**src/rtl/bml_pkg.sv**
```systemverilog
// Constants for the motor mode and lock detect block
// Overview of operation
// - Phases driven only while coast request low
// - Coast request overrides pulse-width input
// - Coast and brake high select standby
// - Brake turns all low sides on
// - Brake overrides pulse-width and lock detect
// - Standby disables bias, pump, all drives
// - Standby ignores all other control inputs
// - Charge pump fault disables all drives
// - Thermal or undervoltage gate outputs, unlatched
// - Power-up lockout keeps drivers disabled
// - Overvoltage disables synchronous rectification
// - Thermal shutdown with hysteresis, releases later
// - No Hall change for lock period
// - Two-state Hall toggling beyond lock period
// - Lock disables outputs and latches
// - Direction edge clears latched lock
// - Load supply lockout release clears lock
// - Pulse-width low over half period clears
// - Lock period is 127 oscillator cycles
// - Grounded timing pin disables lock detect
// - Pulse-width low whole interval blocks lock
package bml_pkg;
  // ---------------------------------------------
  // Lock timing
  // ---------------------------------------------
  localparam logic [7:0] LOCK_CYCLES = 8'h7F;
  localparam logic [7:0] HALF_LOCK_CYCLES = 8'h3F;
  localparam logic [2:0] HALL_RESET = 3'h0;
  localparam logic [5:0] GATES_OFF = 6'h00;
  localparam logic [2:0] SIDE_ALL = 3'h7;

  typedef enum logic [2:0] {
    MODE_STANDBY,
    MODE_OFF,
    MODE_BRAKE,
    MODE_LOCKED,
    MODE_RUN
  } mode_type;
endpackage

```
**src/rtl/bml_mode_lock.sv**
```systemverilog
// Mode selection, fault gating and locked-rotor detector
`timescale 1ns/100ps
module bml_mode_lock
(
  // Clock and reset
  input wire logic clk,
  input wire logic rst_n,
  // Host control
  input wire logic coastReq,
  input wire logic brakeReq,
  input wire logic direction,
  input wire logic pwmIn,
  // Hall sensors
  input wire logic [2:0] hall,
  // Commutation pattern: high sides [2:0], low sides [2:0]
  input wire logic [2:0] commHigh,
  input wire logic [2:0] commLow,
  // Fault monitors
  input wire logic chargePumpFault,
  input wire logic thermalHot,
  input wire logic thermalCool,
  input wire logic loadSupplyUv,
  input wire logic chargePumpUv,
  input wire logic loadSupplyOv,
  // Lock oscillator
  input wire logic lockOscTick,
  input wire logic lockTimingCapGrounded,
  // Gate drives
  output logic [2:0] gateHigh,
  output logic [2:0] gateLow,
  // Supply enables and status
  output logic sensorBiasEnable,
  output logic chargePumpEnable,
  output logic syncRectEnable,
  output logic lockFault,
  output logic thermalShutdown,
  output bml_pkg::mode_type mode
);

  // ---------------------------------------------
  // Edge detection of control inputs
  // ---------------------------------------------
  logic prevDir;
  logic prevLoadUv;
  logic standby;
  logic [7:0] lockTimer;
  logic [7:0] pwmLowTimer;
  logic [2:0] hallLast;
  logic [2:0] hallPrior;
  logic pwmSeenHigh;
  logic lockClear;
  logic lockDetect;
  logic hallNew;
  logic outputFault;
  bml_pkg::mode_type next_mode;

  assign standby = coastReq && brakeReq;

  always_ff @(posedge clk or negedge rst_n)
  begin
    if (!rst_n)
    begin
      prevDir <= 1'b0;
      prevLoadUv <= 1'b1;
    end
    else if (!standby)
    begin
      prevDir <= direction;
      prevLoadUv <= loadSupplyUv;
    end
  end

  assign lockClear = !standby && ((direction != prevDir)
    || (prevLoadUv && !loadSupplyUv)
    || (pwmLowTimer > bml_pkg::HALF_LOCK_CYCLES));

  // ---------------------------------------------
  // Thermal shutdown with hysteresis
  // ---------------------------------------------
  always_ff @(posedge clk or negedge rst_n)
  begin
    if (!rst_n)
      thermalShutdown <= 1'b0;
    else if (thermalHot)
      thermalShutdown <= 1'b1;
    else if (thermalCool)
      thermalShutdown <= 1'b0;
  end

  // ---------------------------------------------
  // Hall history and lock timer
  // ---------------------------------------------
  assign hallNew = (hall != hallLast) && (hall != hallPrior);

  always_ff @(posedge clk or negedge rst_n)
  begin
    if (!rst_n)
    begin
      hallLast <= bml_pkg::HALL_RESET;
      hallPrior <= bml_pkg::HALL_RESET;
    end
    else if (hall != hallLast)
    begin
      hallPrior <= hallLast;
      hallLast <= hall;
    end
  end

  always_ff @(posedge clk or negedge rst_n)
  begin
    if (!rst_n)
    begin
      lockTimer <= 8'h00;
      pwmSeenHigh <= 1'b0;
    end
    else if (brakeReq || coastReq || lockTimingCapGrounded || hallNew
      || lockFault)
    begin
      lockTimer <= 8'h00;
      pwmSeenHigh <= pwmIn;
    end
    else
    begin
      if (pwmIn)
        pwmSeenHigh <= 1'b1;
      if (lockOscTick && lockTimer != bml_pkg::LOCK_CYCLES)
        lockTimer <= lockTimer + 8'h01;
    end
  end

  assign lockDetect = (lockTimer == bml_pkg::LOCK_CYCLES) && pwmSeenHigh;

  always_ff @(posedge clk or negedge rst_n)
  begin
    if (!rst_n)
      pwmLowTimer <= 8'h00;
    else if (pwmIn || standby)
      pwmLowTimer <= 8'h00;
    else if (lockOscTick && pwmLowTimer != bml_pkg::LOCK_CYCLES)
      pwmLowTimer <= pwmLowTimer + 8'h01;
  end

  // ---------------------------------------------
  // Lock fault latch
  // ---------------------------------------------
  always_ff @(posedge clk or negedge rst_n)
  begin
    if (!rst_n)
      lockFault <= 1'b0;
    else if (lockDetect)
      lockFault <= 1'b1;
    else if (lockClear)
      lockFault <= 1'b0;
  end

  // ---------------------------------------------
  // Mode selection
  // ---------------------------------------------
  assign outputFault = chargePumpFault || thermalShutdown
    || chargePumpUv || loadSupplyUv;

  always_comb
  begin
    if (standby)
      next_mode = bml_pkg::MODE_STANDBY;
    else if (outputFault || coastReq)
      next_mode = bml_pkg::MODE_OFF;
    else if (brakeReq)
      next_mode = bml_pkg::MODE_BRAKE;
    else if (lockFault)
      next_mode = bml_pkg::MODE_LOCKED;
    else
      next_mode = bml_pkg::MODE_RUN;
  end

  always_ff @(posedge clk or negedge rst_n)
  begin
    if (!rst_n)
      mode <= bml_pkg::MODE_OFF;
    else
      mode <= next_mode;
  end

  // ---------------------------------------------
  // Gate outputs
  // ---------------------------------------------
  always_ff @(posedge clk or negedge rst_n)
  begin
    if (!rst_n)
    begin
      gateHigh <= 3'h0;
      gateLow <= 3'h0;
      sensorBiasEnable <= 1'b0;
      chargePumpEnable <= 1'b0;
      syncRectEnable <= 1'b0;
    end
    else
    begin
      sensorBiasEnable <= !standby;
      chargePumpEnable <= !standby;
      syncRectEnable <= !loadSupplyOv;
      case (next_mode)
        bml_pkg::MODE_BRAKE:
        begin
          gateHigh <= 3'h0;
          gateLow <= bml_pkg::SIDE_ALL;
        end
        bml_pkg::MODE_RUN:
        begin
          gateHigh <= pwmIn ? commHigh : 3'h0;
          gateLow <= (pwmIn || !loadSupplyOv) ? commLow : 3'h0;
        end
        default:
        begin
          gateHigh <= 3'h0;
          gateLow <= 3'h0;
        end
      endcase
    end
  end

  // ---------------------------------------------
  // Assertions
  // ---------------------------------------------
  property p_coast_off;
    @(posedge clk) disable iff (!rst_n)
    coastReq |=> (gateHigh == 3'h0 && gateLow == 3'h0);
  endproperty
  a_coast_off: assert property (p_coast_off)
    else $error("Gates on while coasting");

  property p_pwm_no_effect;
    @(posedge clk) disable iff (!rst_n)
    (coastReq && $rose(pwmIn)) |=> gateHigh == 3'h0;
  endproperty
  a_pwm_no_effect: assert property (p_pwm_no_effect)
    else $error("Pulse-width drove gate while coasting");

  property p_standby;
    @(posedge clk) disable iff (!rst_n)
    (coastReq && brakeReq) |=> (mode == bml_pkg::MODE_STANDBY
      && !sensorBiasEnable && !chargePumpEnable);
  endproperty
  a_standby: assert property (p_standby)
    else $error("Standby not entered");

  property p_brake;
    @(posedge clk) disable iff (!rst_n)
    (brakeReq && !coastReq && !outputFault) |=>
      (gateLow == 3'h7 && gateHigh == 3'h0);
  endproperty
  a_brake: assert property (p_brake)
    else $error("Brake pattern wrong");

  property p_fault_off;
    @(posedge clk) disable iff (!rst_n)
    (chargePumpFault || chargePumpUv || loadSupplyUv) |=>
      (gateHigh == 3'h0 && gateLow == 3'h0);
  endproperty
  a_fault_off: assert property (p_fault_off)
    else $error("Gates on during fault");

  property p_thermal_off;
    @(posedge clk) disable iff (!rst_n)
    thermalShutdown |=> (gateHigh == 3'h0 && gateLow == 3'h0);
  endproperty
  a_thermal_off: assert property (p_thermal_off)
    else $error("Gates on during thermal shutdown");

  property p_lock_off;
    @(posedge clk) disable iff (!rst_n)
    (lockFault && !brakeReq) |=> (gateHigh == 3'h0 && gateLow == 3'h0);
  endproperty
  a_lock_off: assert property (p_lock_off)
    else $error("Gates on with lock fault latched");

  property p_lock_latch;
    @(posedge clk) disable iff (!rst_n)
    (lockFault && !lockClear) |=> lockFault;
  endproperty
  a_lock_latch: assert property (p_lock_latch)
    else $error("Lock fault dropped");

  property p_dir_clear;
    @(posedge clk) disable iff (!rst_n)
    ($changed(direction) && !standby && !$past(standby) && !lockDetect)
      |=> !lockFault;
  endproperty
  a_dir_clear: assert property (p_dir_clear)
    else $error("Direction edge did not clear lock");

  property p_grounded;
    @(posedge clk) disable iff (!rst_n)
    lockTimingCapGrounded |=> lockTimer == 8'h00;
  endproperty
  a_grounded: assert property (p_grounded)
    else $error("Lock timer ran with pin grounded");

  property p_ov_norect;
    @(posedge clk) disable iff (!rst_n)
    (loadSupplyOv && !pwmIn && next_mode == bml_pkg::MODE_RUN) |=>
      gateLow == 3'h0;
  endproperty
  a_ov_norect: assert property (p_ov_norect)
    else $error("Rectification during overvoltage");

  c_brake: cover property (@(posedge clk) mode == bml_pkg::MODE_BRAKE);
  c_lock: cover property (@(posedge clk) $rose(lockFault));
  c_standby: cover property (@(posedge clk)
    mode == bml_pkg::MODE_STANDBY);
  c_run: cover property (@(posedge clk) mode == bml_pkg::MODE_RUN);

endmodule // bml_mode_lock

```
**config.mk**
```make
export PLATFORM = sky130hd
export DESIGN_NAME = bml_mode_lock
export DESIGN_NICKNAME = d
export VERILOG_FILES = /design/src/rtl/bml_pkg.sv /design/src/rtl/bml_mode_lock.sv
export SDC_FILE = /design/constraint.sdc
export NUM_CORES = 1
export LEC_CHECK = 0
export CORE_UTILIZATION = 60
export CTS_CLUSTER_DIAMETER = 100
export CTS_CLUSTER_SIZE = 20
export DETAILED_ROUTE_END_ITERATION = 12
export DONT_BUFFER_PORTS = 1
export GPL_TIMING_DRIVEN = 1
export MAX_ROUTING_LAYER = met4
export PLACE_DENSITY = 0.74
export SYNTH_ARGS = -nofsm -noshare
export SYNTH_HDL_FRONTEND = slang
export SYNTH_SLANG_ARGS = --single-unit
```
**constraint.sdc**
```tcl
create_clock -name clk -period 2 [get_ports clk]
set_input_delay 0.2 -clock clk [delete_from_list [all_inputs] [get_ports clk]]
set_output_delay 0.2 -clock clk [all_outputs]
set_load 0.02 [all_outputs]
```
==> results of run 1 <==
[flip-flops by register name (all words and copies together) (netlist names)]
name and count:
prevDir 1, hallLast 3, mode 3, lockFault 1, prevLoadUv 1, syncRectEnable 1, chargePumpEnable 1, pwmLowTimer 8
gateLow 3, thermalShutdown 1, pwmSeenHigh 1, gateHigh 3, lockTimer 8, hallPrior 3
[timing repair]
item | in CTS | in global routing
hold buffers | 17 | 0
hold endpoints to repair | 54 | 0
buffers inserted | 0 | 1
setup endpoints to repair | 0 | 1
gates resized for setup | 0 | 0
[logic make-up (layout without fill, tap and decap cells)]
family / count (synthesis) / after routing / synth area share (%)
compound gates: 30 / 30 / 10.8
buf+inv: 11 / 31 / 2.84
mux: 8 / 8 / 5.03
simple gates: 54 / 54 / 18.7
fa+ha+maj: 2 / 2 / 1.46
flops: 38 / 38 / 55.5
xor+xnor: 11 / 11 / 5.61
[worst max-delay path, delay by kind of cell (launching register included)]
kind | cells | cell delay (ns)
and+or+nand+nor | 3 | 0.58
AOI/OAI and AO/OA | 1 | 0.09
DFF | 1 | 0.49
buffers and inverters | 1 | 0.59
[power breakdown]
part / leakage, nW / switching (W) / internal, W
Sequential: 0.495 / 0.0000239 / 0.000792
Clock: 0.0585 / 0.000250 / 0.000423
Combinational: 0.357 / 0.0000548 / 0.0000557
Total: 0.910 / 0.000329 / 0.00127
[through the flow]
stage | power (W) | setup slack [ns] | hold slack (ns) | cells
5_1_grt | 0.00165 | 0.0893 | 0.0102 | 205
4_1_cts | 0.00161 | 0.0959 | 0.00428 | 204
3_3_place_gp | 0.000888 | 0.582 | -0.0949 | 179
6_report | 0.00160 | 0.183 | 0.0111 | 205
3_5_place_dp | 0.000892 | 0.504 | -0.0949 | 179
2_1_floorplan | 0.000888 | 0.626 | -0.0956 | 154
[area by class of cell]
type / instances / area share [%]
clock inverter: 2 / 2.97
multi-input combinational: 105 / 35.3
tap: 31 / 1.92
clock buffer: 6 / 2.53
timing repair buffer: 18 / 9.27
sequential: 38 / 47.1
inverter: 5 / 0.927
[path summary, 6_finish.rpt]
kind                            cells after the start                        start                    endpoint  slack, ns
worst min-delay path                                1                  commHigh[1]       gateHigh[1]$_DFF_PN0_       0.01
min in group asynchronous                           2                        rst_n  pwmLowTimer[3]$_DFFE_PN0P_       0.28
worst max-delay path                                5  thermalShutdown$_DFFE_PN0P_           mode[0]$_DFF_PN1_       0.18
worst max register to register                      5  thermalShutdown$_DFFE_PN0P_           mode[0]$_DFF_PN1_       0.18
worst min register to register                      1      hallLast[0]$_DFFE_PN0P_    hallPrior[0]$_DFFE_PN0P_       0.52
max in group asynchronous                           2                        rst_n      prevLoadUv$_DFFE_PN1P_       1.47
[placed cells by master (no fill, tap or decap), types with 3 or more instances in the layout]
cell type                       synthesis  routed
sky130_fd_sc_hd__nand3_1                3       3
sky130_fd_sc_hd__nor3_1                 5       5
sky130_fd_sc_hd__mux2i_1                3       3
sky130_fd_sc_hd__and3_1                 4       4
sky130_fd_sc_hd__o21ai_0                5       5
sky130_fd_sc_hd__dfrtp_1               36      36
sky130_fd_sc_hd__nor2_1                15      15
sky130_fd_sc_hd__o31ai_1                3       3
sky130_fd_sc_hd__inv_1                  5       5
sky130_fd_sc_hd__nand4_1                4       4
sky130_fd_sc_hd__a21oi_1               13      13
sky130_fd_sc_hd__or3_1                  3       3
sky130_fd_sc_hd__mux2_1                 3       3
sky130_fd_sc_hd__clkbuf_4               0       5
sky130_fd_sc_hd__nand2_1                5       5
sky130_fd_sc_hd__xor2_1                11      11
sky130_fd_sc_hd__dlygate4sd3_1          0      16
[layer usage]
layer | vias up | GRT usage (%) | wire [um]
met5 | - | - | 0
met1 | 617 | 26.9 | 1330
met4 | 0 | 12.9 | 91
met2 | 39 | 39.9 | 1730
met3 | 12 | 7.49 | 141
li1 | 588 | - | -
==> qor.json, run 1 <==
{
  "critPathMaxStageDelay_ns": 0.59,
  "via_count_of_the_first_global_routing_pass": 1273,
  "filler_cell_count": 189,
  "start_util_pct": 62.8,
  "cts-root-buf": "sky130_fd_sc_hd__clkbuf_4",
  "final_max_slew_viol_count": 0,
  "post_synth_top_area_share_pct": 52.5,
  "detailed_place_hpwl_um": 2050,
  "final_core_util_pct": 74.1,
  "design.portCount": 37,
  "tightestPinTransition_ns": 0.413,
  "dpl_cell_area_sq_mm": 0.00173,
  "place_congestion": 0.859,
  "period_share_pct": 90.9,
  "synthMostInstantiatedCell": "sky130_fd_sc_hd__dfrtp_1",
  "synthToLayoutAreaGrowth_pct": 17.9,
  "synth.avg_cell_area_sq_um": 11.1,
  "remaining_drc_errors": 0,
  "maximum_number_of_pins_on_one_net_before_global_route_repair": 39,
  "finish.net_count": 198,
  "die_x_um": 55.5,
  "grt_overflow": 0,
  "post_drt_via_cell_ratio": 6.13,
  "synth_fp_nets": 179,
  "endpoint_kind_of_the_worst_setup_timing_path": "flip-flop",
  "report.final.setup_viol": 0,
  "crit_chain": "nor4_2 -> nand2b_1 -> nor2_1 -> o22ai_1 -> dlygate4sd3_1",
  "mappedNetlistArea_sq_mm": 0.00172,
  "die_y_um": 55.5,
  "yosys_most_used_dff": "sky130_fd_sc_hd__dfrtp_1",
  "drive_gt1_share_pct": 13.2,
  "critPathArrivalTime_ns": 2.10,
  "number_of_enable_type_register_cells_in_the_synthesized_netlist": 0,
  "coreArea_sq_mm": 0.00273,
  "insertion_delay_ns": 0.35,
  "synth_top_area_cells": "sky130_fd_sc_hd__dfrtp_1 52%, sky130_fd_sc_hd__xor2_1 5.6%, sky130_fd_sc_hd__a21oi_1 3.8%",
  "max-vdd-ir-drop_uv": 725,
  "synthesis.yosys.warnings": 0,
  "netlist.top_cell.by_area": "sky130_fd_sc_hd__dfrtp_1",
  "seq_area_frac_synth_pct": 55.5,
  "setup-tns-final_ns": 0,
  "timing.setup.critical_path_class": "flip-flop to flip-flop",
  "seq_area_sq_um": 953,
  "status": "completed",
  "detailroute.via_count": 1256,
  "final_design_area_no_fill_sq_mm": 0.00202,
  "power.static_leakage_nw": 0.910,
  "die-area_sq_mm": 0.00308,
  "timing.final.hold_violations": 0,
  "multi_input_comb_area_sq_um": 714,
  "drt-wirelength-per-cell_um": 16.0,
  "cts.sinks": 38,
  "grt_first_pass_wirelength_um": 5540,
  "hold_path_class": "input port to flip-flop",
  "port_buffers": 0,
  "layout_min_cycle_time_ns": 1.82,
  "synth_cell_types": 40,
  "postSynth.asyncResetShare_pct": 100,
  "worst_slew_margin_rel_pct": 72.3,
  "cpMaxStageDelayCell": "sky130_fd_sc_hd__dlygate4sd3_1",
  "cts.reportedPaths.clkPinSlew_ns": 0.11,
  "cell_area_power_density_mw_per_mm2": 790,
  "fmaxAchievable_ghz": 0.550,
  "clockBufferDepth": 2,
  "drt.antenna.violating_nets": 0,
  "antenna_violations_before_repair": 0,
  "clock_tree.htree_level_count": 2,
  "timing.critical_path.required_ns": 2.28,
  "cts_buffers": 5,
  "antenna-diode-count": 0,
  "maxCapViolCount": 0,
  "grt_setup_unrepaired": "false",
  "detailedRoute.firstPassIterationCount": 4,
  "first_iter_violations": 46,
  "fin_worst_skew_ns": 0.00880,
  "commonest_cells_post_synth": "36 x sky130_fd_sc_hd__dfrtp_1, 15 x sky130_fd_sc_hd__nor2_1, 13 x sky130_fd_sc_hd__a21oi_1, 11 x sky130_fd_sc_hd__xor2_1",
  "grt_usage_pct": 24.5,
  "floorplan.rows": 19,
  "routed_wl_um": 3290,
  "cp-start-kind": "flip-flop",
  "synthCells": 154,
  "critPathMaxFanout": 3,
  "ys_ff_latch": 38,
  "cts_tree": "done"
}
(Power assumes the default switching activity.)
==> inputs of run 2 (changes only) <==
- RECOVER_POWER: not set -> 100
==> run 2 against run 1 <==
Compared with the run above:
- global-route usage is the same
- maximum frequency up 0.29%
- critical path type unchanged
- sequential cell count is the same
- critical endpoint unchanged
- die area unchanged
==> qor.json, run 2 (synthesized netlist as in run 1, its figures left out) <==
{
  "design.portCount": {"value": 37, "change": "unchanged"},
  "die_x": {"value": 55.5, "unit": "um", "change": "unchanged"},
  "fin_worst_skew": {"value": 0.00911, "unit": "ns", "change": "was 0.00880 ns"},
  "maximum_number_of_pins_on_one_net_before_global_route_repair": {"value": 39, "change": "unchanged"},
  "setup-tns-final": {"value": 0, "unit": "ns", "change": "unchanged"},
  "worst_slew_margin_rel": {"value": 41.1, "unit": "%", "change": "was 72.3%"},
  "rrSetupSlack": {"value": 0.19, "unit": "ns", "change": "was 0.18 ns"},
  "hold_path_class": {"value": "input port to flip-flop", "change": "unchanged"},
  "final_cell_mix": {"value": "36 x sky130_fd_sc_hd__dfrtp_1, 16 x sky130_fd_sc_hd__dlygate4sd3_1, 15 x sky130_fd_sc_hd__nor2_1", "change": "unchanged"},
  "detailedRoute.firstPassIterationCount": {"value": 4, "change": "unchanged"},
  "coreArea": {"value": 0.00273, "unit": "sq mm", "change": "unchanged"},
  "antenna_violations_before_repair": {"value": 0, "change": "unchanged"},
  "port_buffers": {"value": 0, "change": "unchanged"},
  "layout_min_cycle_time": {"value": 1.81, "unit": "ns", "change": "was 1.82 ns"},
  "timing.final.hold_violations": {"value": 0, "change": "unchanged"},
  "grt_setup_unrepaired": {"value": "false", "change": "unchanged"},
  "worstHoldEndpoint": {"value": "gateHigh[1]$_DFF_PN0_", "change": "unchanged"},
  "critPathMaxFanout": {"value": 3, "change": "unchanged"},
  "insertion_delay": {"value": 0.36, "unit": "ns", "change": "was 0.35 ns"},
  "post_drt_via_cell_ratio": {"value": 6.13, "change": "unchanged"},
  "hold_start": {"value": "commHigh[1]", "change": "unchanged"},
  "ff2ff_path_depth": {"value": 5, "change": "unchanged"},
  "floorplan.rows": {"value": 19, "change": "unchanged"},
  "met1_routed_wirelength_after_detailed_routing": {"value": 1310, "unit": "um", "change": "was 1330 um"},
  "remaining_drc_errors": {"value": 0, "change": "unchanged"},
  "critPathArrivalTime": {"value": 2.10, "unit": "ns", "change": "about the same"},
  "fmaxAchievable": {"value": 0.552, "unit": "GHz", "change": "was 0.550 GHz"},
  "combinational_power_share": {"value": 6.5, "unit": "%", "change": "was 6.9%"},
  "fin_total_pwr": {"value": 0.00160, "unit": "W", "change": "about the same"},
  "cts-root-buf": {"value": "sky130_fd_sc_hd__clkbuf_4", "change": "unchanged"},
  "largestRegisters": {"value": "lockTimer: 8 flops, pwmLowTimer: 8 flops", "change": "unchanged"},
  "cts.reportedPaths.clkPinSlew": {"value": 0.11, "unit": "ns", "change": "about the same"},
  "via_count_of_the_first_global_routing_pass": {"value": 1273, "change": "unchanged"},
  "drt.antenna.violating_nets": {"value": 0, "change": "unchanged"},
  "power.static_leakage": {"value": 0.879, "unit": "nW", "change": "was 0.910 nW"},
  "synthToLayoutAreaGrowth": {"value": 15.1, "unit": "%", "change": "was 17.9%"},
  "finish.net_count": {"value": 198, "change": "unchanged"},
  "final_max_slew_viol_count": {"value": 0, "change": "unchanged"},
  "endpoint_kind_of_the_worst_setup_timing_path": {"value": "flip-flop", "change": "unchanged"},
  "tightestPinTransition": {"value": 0.884, "unit": "ns", "change": "was 0.413 ns"},
  "cts_tree": {"value": "done", "change": "unchanged"},
  "detailroute.via_count": {"value": 1256, "change": "unchanged"},
  "detailed_place_hpwl": {"value": 2050, "unit": "um", "change": "unchanged"},
  "cts_buffers": {"value": 5, "change": "unchanged"},
  "r2r-start": {"value": "thermalShutdown$_DFFE_PN0P_", "change": "unchanged"},
  "max-vdd-ir-drop": {"value": 716, "unit": "uV", "change": "was 725 uV"},
  "internal_power": {"value": 0.00127, "unit": "W", "change": "about the same"},
  "highest_metal_layer_with_signal_wires": {"value": "met4", "change": "unchanged"},
  "first_iter_violations": {"value": 45, "change": "was 46"},
  "grt_overflow": {"value": 0, "change": "unchanged"},
  "p_sw_share": {"value": 20.7, "unit": "%", "change": "was 20.5%"},
  "maxCapViolCount": {"value": 0, "change": "unchanged"},
  "start_util": {"value": 62.8, "unit": "%", "change": "unchanged"},
  "clockBufferDepth": {"value": 2, "change": "unchanged"},
  "period_share": {"value": 90.6, "unit": "%", "change": "was 90.9%"},
  "clock_tree.htree_level_count": {"value": 2, "change": "unchanged"},
  "post-place-ws": {"value": 0.504, "unit": "ns", "change": "unchanged"},
  "routed_wl": {"value": 3300, "unit": "um", "change": "was 3290 um"},
  "final_core_util": {"value": 72.3, "unit": "%", "change": "was 74.1%"},
  "place_congestion": {"value": 0.859, "change": "unchanged"},
  "cell_area_power_density": {"value": 808, "unit": "mW/mm^2", "change": "was 790 mW/mm^2"},
  "wl_met2": {"value": 1730, "unit": "um", "change": "about the same"},
  "status": {"value": "completed", "change": "unchanged"},
  "grt_usage": {"value": 24.5, "unit": "%", "change": "unchanged"},
  "seq_power_share": {"value": 51.0, "unit": "%", "change": "about the same"},
  "clkPwrFrac": {"value": 42.4, "unit": "%", "change": "was 42.1%"},
  "power.net_switching": {"value": 0.000331, "unit": "W", "change": "was 0.000329 W"},
  "cpMaxStageDelayCell": {"value": "sky130_fd_sc_hd__dlygate4sd3_1", "change": "unchanged"},
  "timing.critical_path.required": {"value": 2.29, "unit": "ns", "change": "was 2.28 ns"},
  "hold_path_depth": {"value": 1, "change": "unchanged"},
  "antenna-diode-count": {"value": 0, "change": "unchanged"},
  "grt_first_pass_wirelength": {"value": 5540, "unit": "um", "change": "unchanged"},
  "regToRegEndpoint": {"value": "mode[0]$_DFF_PN1_", "change": "unchanged"},
  "cp-start-kind": {"value": "flip-flop", "change": "unchanged"},
  "crit_chain": {"value": "nor4_2 -> nand2b_1 -> nor2_1 -> o22ai_1 -> dlygate4sd3_1", "change": "unchanged"},
  "cts.sinks": {"value": 38, "change": "unchanged"},
  "postLayoutSetupSlackWorst": {"value": 0.188, "unit": "ns", "change": "was 0.183 ns"},
  "timing.setup.critical_path_class": {"value": "flip-flop to flip-flop", "change": "unchanged"},
  "report.final.setup_viol": {"value": 0, "change": "unchanged"},
  "drive_gt1_share": {"value": 9.20, "unit": "%", "change": "was 13.2%"},
  "final_common_cell": {"value": "sky130_fd_sc_hd__dfrtp_1", "change": "unchanged"},
  "drt-wirelength-per-cell": {"value": 16.1, "unit": "um", "change": "was 16.0 um"},
  "die-area": {"value": 0.00308, "unit": "sq mm", "change": "unchanged"},
  "critPathMaxStageDelay": {"value": 0.59, "unit": "ns", "change": "about the same"},
  "filler_cell_count": {"value": 196, "change": "was 189"},
  "routed-wl-met3": {"value": 171, "unit": "um", "change": "was 141 um"},
  "die_y": {"value": 55.5, "unit": "um", "change": "unchanged"}
}
-- run 2: changes by cell type in the layout (fill, tap and decap cells not counted) --
| cell | before | now |
|---|---|---|
| sky130_fd_sc_hd__dfstp_2 | 2 | 0 |
| sky130_fd_sc_hd__nor3_2 | 2 | 0 |
| sky130_fd_sc_hd__nor3_1 | 5 | 7 |
| sky130_fd_sc_hd__buf_4 | 1 | 0 |
| sky130_fd_sc_hd__buf_12 | 1 | 0 |
| sky130_fd_sc_hd__nand4_1 | 4 | 5 |
| sky130_fd_sc_hd__clkbuf_2 | 0 | 1 |
| sky130_fd_sc_hd__o31ai_1 | 3 | 4 |
| sky130_fd_sc_hd__nand4_4 | 1 | 0 |
| sky130_fd_sc_hd__o21ai_1 | 2 | 1 |
| sky130_fd_sc_hd__o31ai_2 | 1 | 0 |
| sky130_fd_sc_hd__o21ai_0 | 5 | 6 |
| sky130_fd_sc_hd__dfstp_1 | 0 | 2 |
| sky130_fd_sc_hd__clkbuf_1 | 0 | 1 |
-- run 2: per-stage QoR --
| step | instances | hold slack [ns] | instance area (sq um) |
|---|---|---|---|
| 2_1_floorplan | 154 | -0.0956 | 1720 |
| 3_3_place_gp | 179 | -0.0949 | 1730 |
| 3_5_place_dp | 179 | -0.0949 | 1730 |
| 4_1_cts | 204 | 0.00428 | 2020 |
| 5_1_grt | 205 | 0.0103 | 1980 |
| 6_report | 205 | 0.00243 | 1980 |
-- run 2: worst max path at each step --
stage          cells after the start  slack [ns]                        start                    endpoint
6_report                           5        0.19  thermalShutdown$_DFFE_PN0P_           mode[0]$_DFF_PN1_
4_1_cts                            5         0.1  thermalShutdown$_DFFE_PN0P_           mode[0]$_DFF_PN1_
2_1_floorplan                      4        0.63   pwmLowTimer[0]$_DFFE_PN0P_  pwmLowTimer[7]$_DFFE_PN0P_
5_1_grt                            5         0.1  thermalShutdown$_DFFE_PN0P_           mode[0]$_DFF_PN1_
3_3_place_gp                       4        0.58  thermalShutdown$_DFFE_PN0P_       gateHigh[0]$_DFF_PN0_
3_5_place_dp                       4        0.50  thermalShutdown$_DFFE_PN0P_       gateHigh[0]$_DFF_PN0_
-- run 2: layout make-up --
type | count | area, sq um | area share, %
Sequential cell | 38 | 953 | 48.3
Multi-Input combinational cell | 105 | 684 | 34.6
Timing Repair Buffer | 18 | 169 | 8.55
Clock inverter | 2 | 60.1 | 3.04
Clock buffer | 6 | 51.3 | 2.60
Tap cell | 31 | 38.8 | 1.96
Inverter | 5 | 18.8 | 0.950
-- run 2: power by group through the flow --
| stage | registers (W) | clock network (W) | logic, W |
|---|---|---|---|
| 3_5_place_dp | 0.000831 | 0 | 0.0000612 |
| 4_1_cts | 0.000816 | 0.000686 | 0.000108 |
| 2_1_floorplan | 0.000826 | 0 | 0.0000617 |
| 6_report | 0.000815 | 0.000678 | 0.000104 |
| 3_3_place_gp | 0.000829 | 0 | 0.0000582 |
| 5_1_grt | 0.000818 | 0.000706 | 0.000115 |
-- run 2: timing repair --
action | in CTS | in global routing
buffers inserted | 0 | 1
gates resized for setup | 0 | 0
hold buffers | 17 | 0
setup endpoints to repair | 0 | 1
hold endpoints to repair | 54 | 0
-- run 2: worst max-delay path, delay by kind of cell (launching register included) --
| kind | cells | cell delay, ns |
|---|---|---|
| flip-flops | 1 | 0.49 |
| buffers and inverters | 1 | 0.59 |
| AND/OR/NAND/NOR | 3 | 0.57 |
| AO/OA/AOI/OAI | 1 | 0.09 |
-- run 2: layer usage --
metal	GRT usage, %	up-vias
li1	-	588
met1	26.9	609
met2	39.9	45
met3	7.49	14
met4	12.9	0
met5	-	-
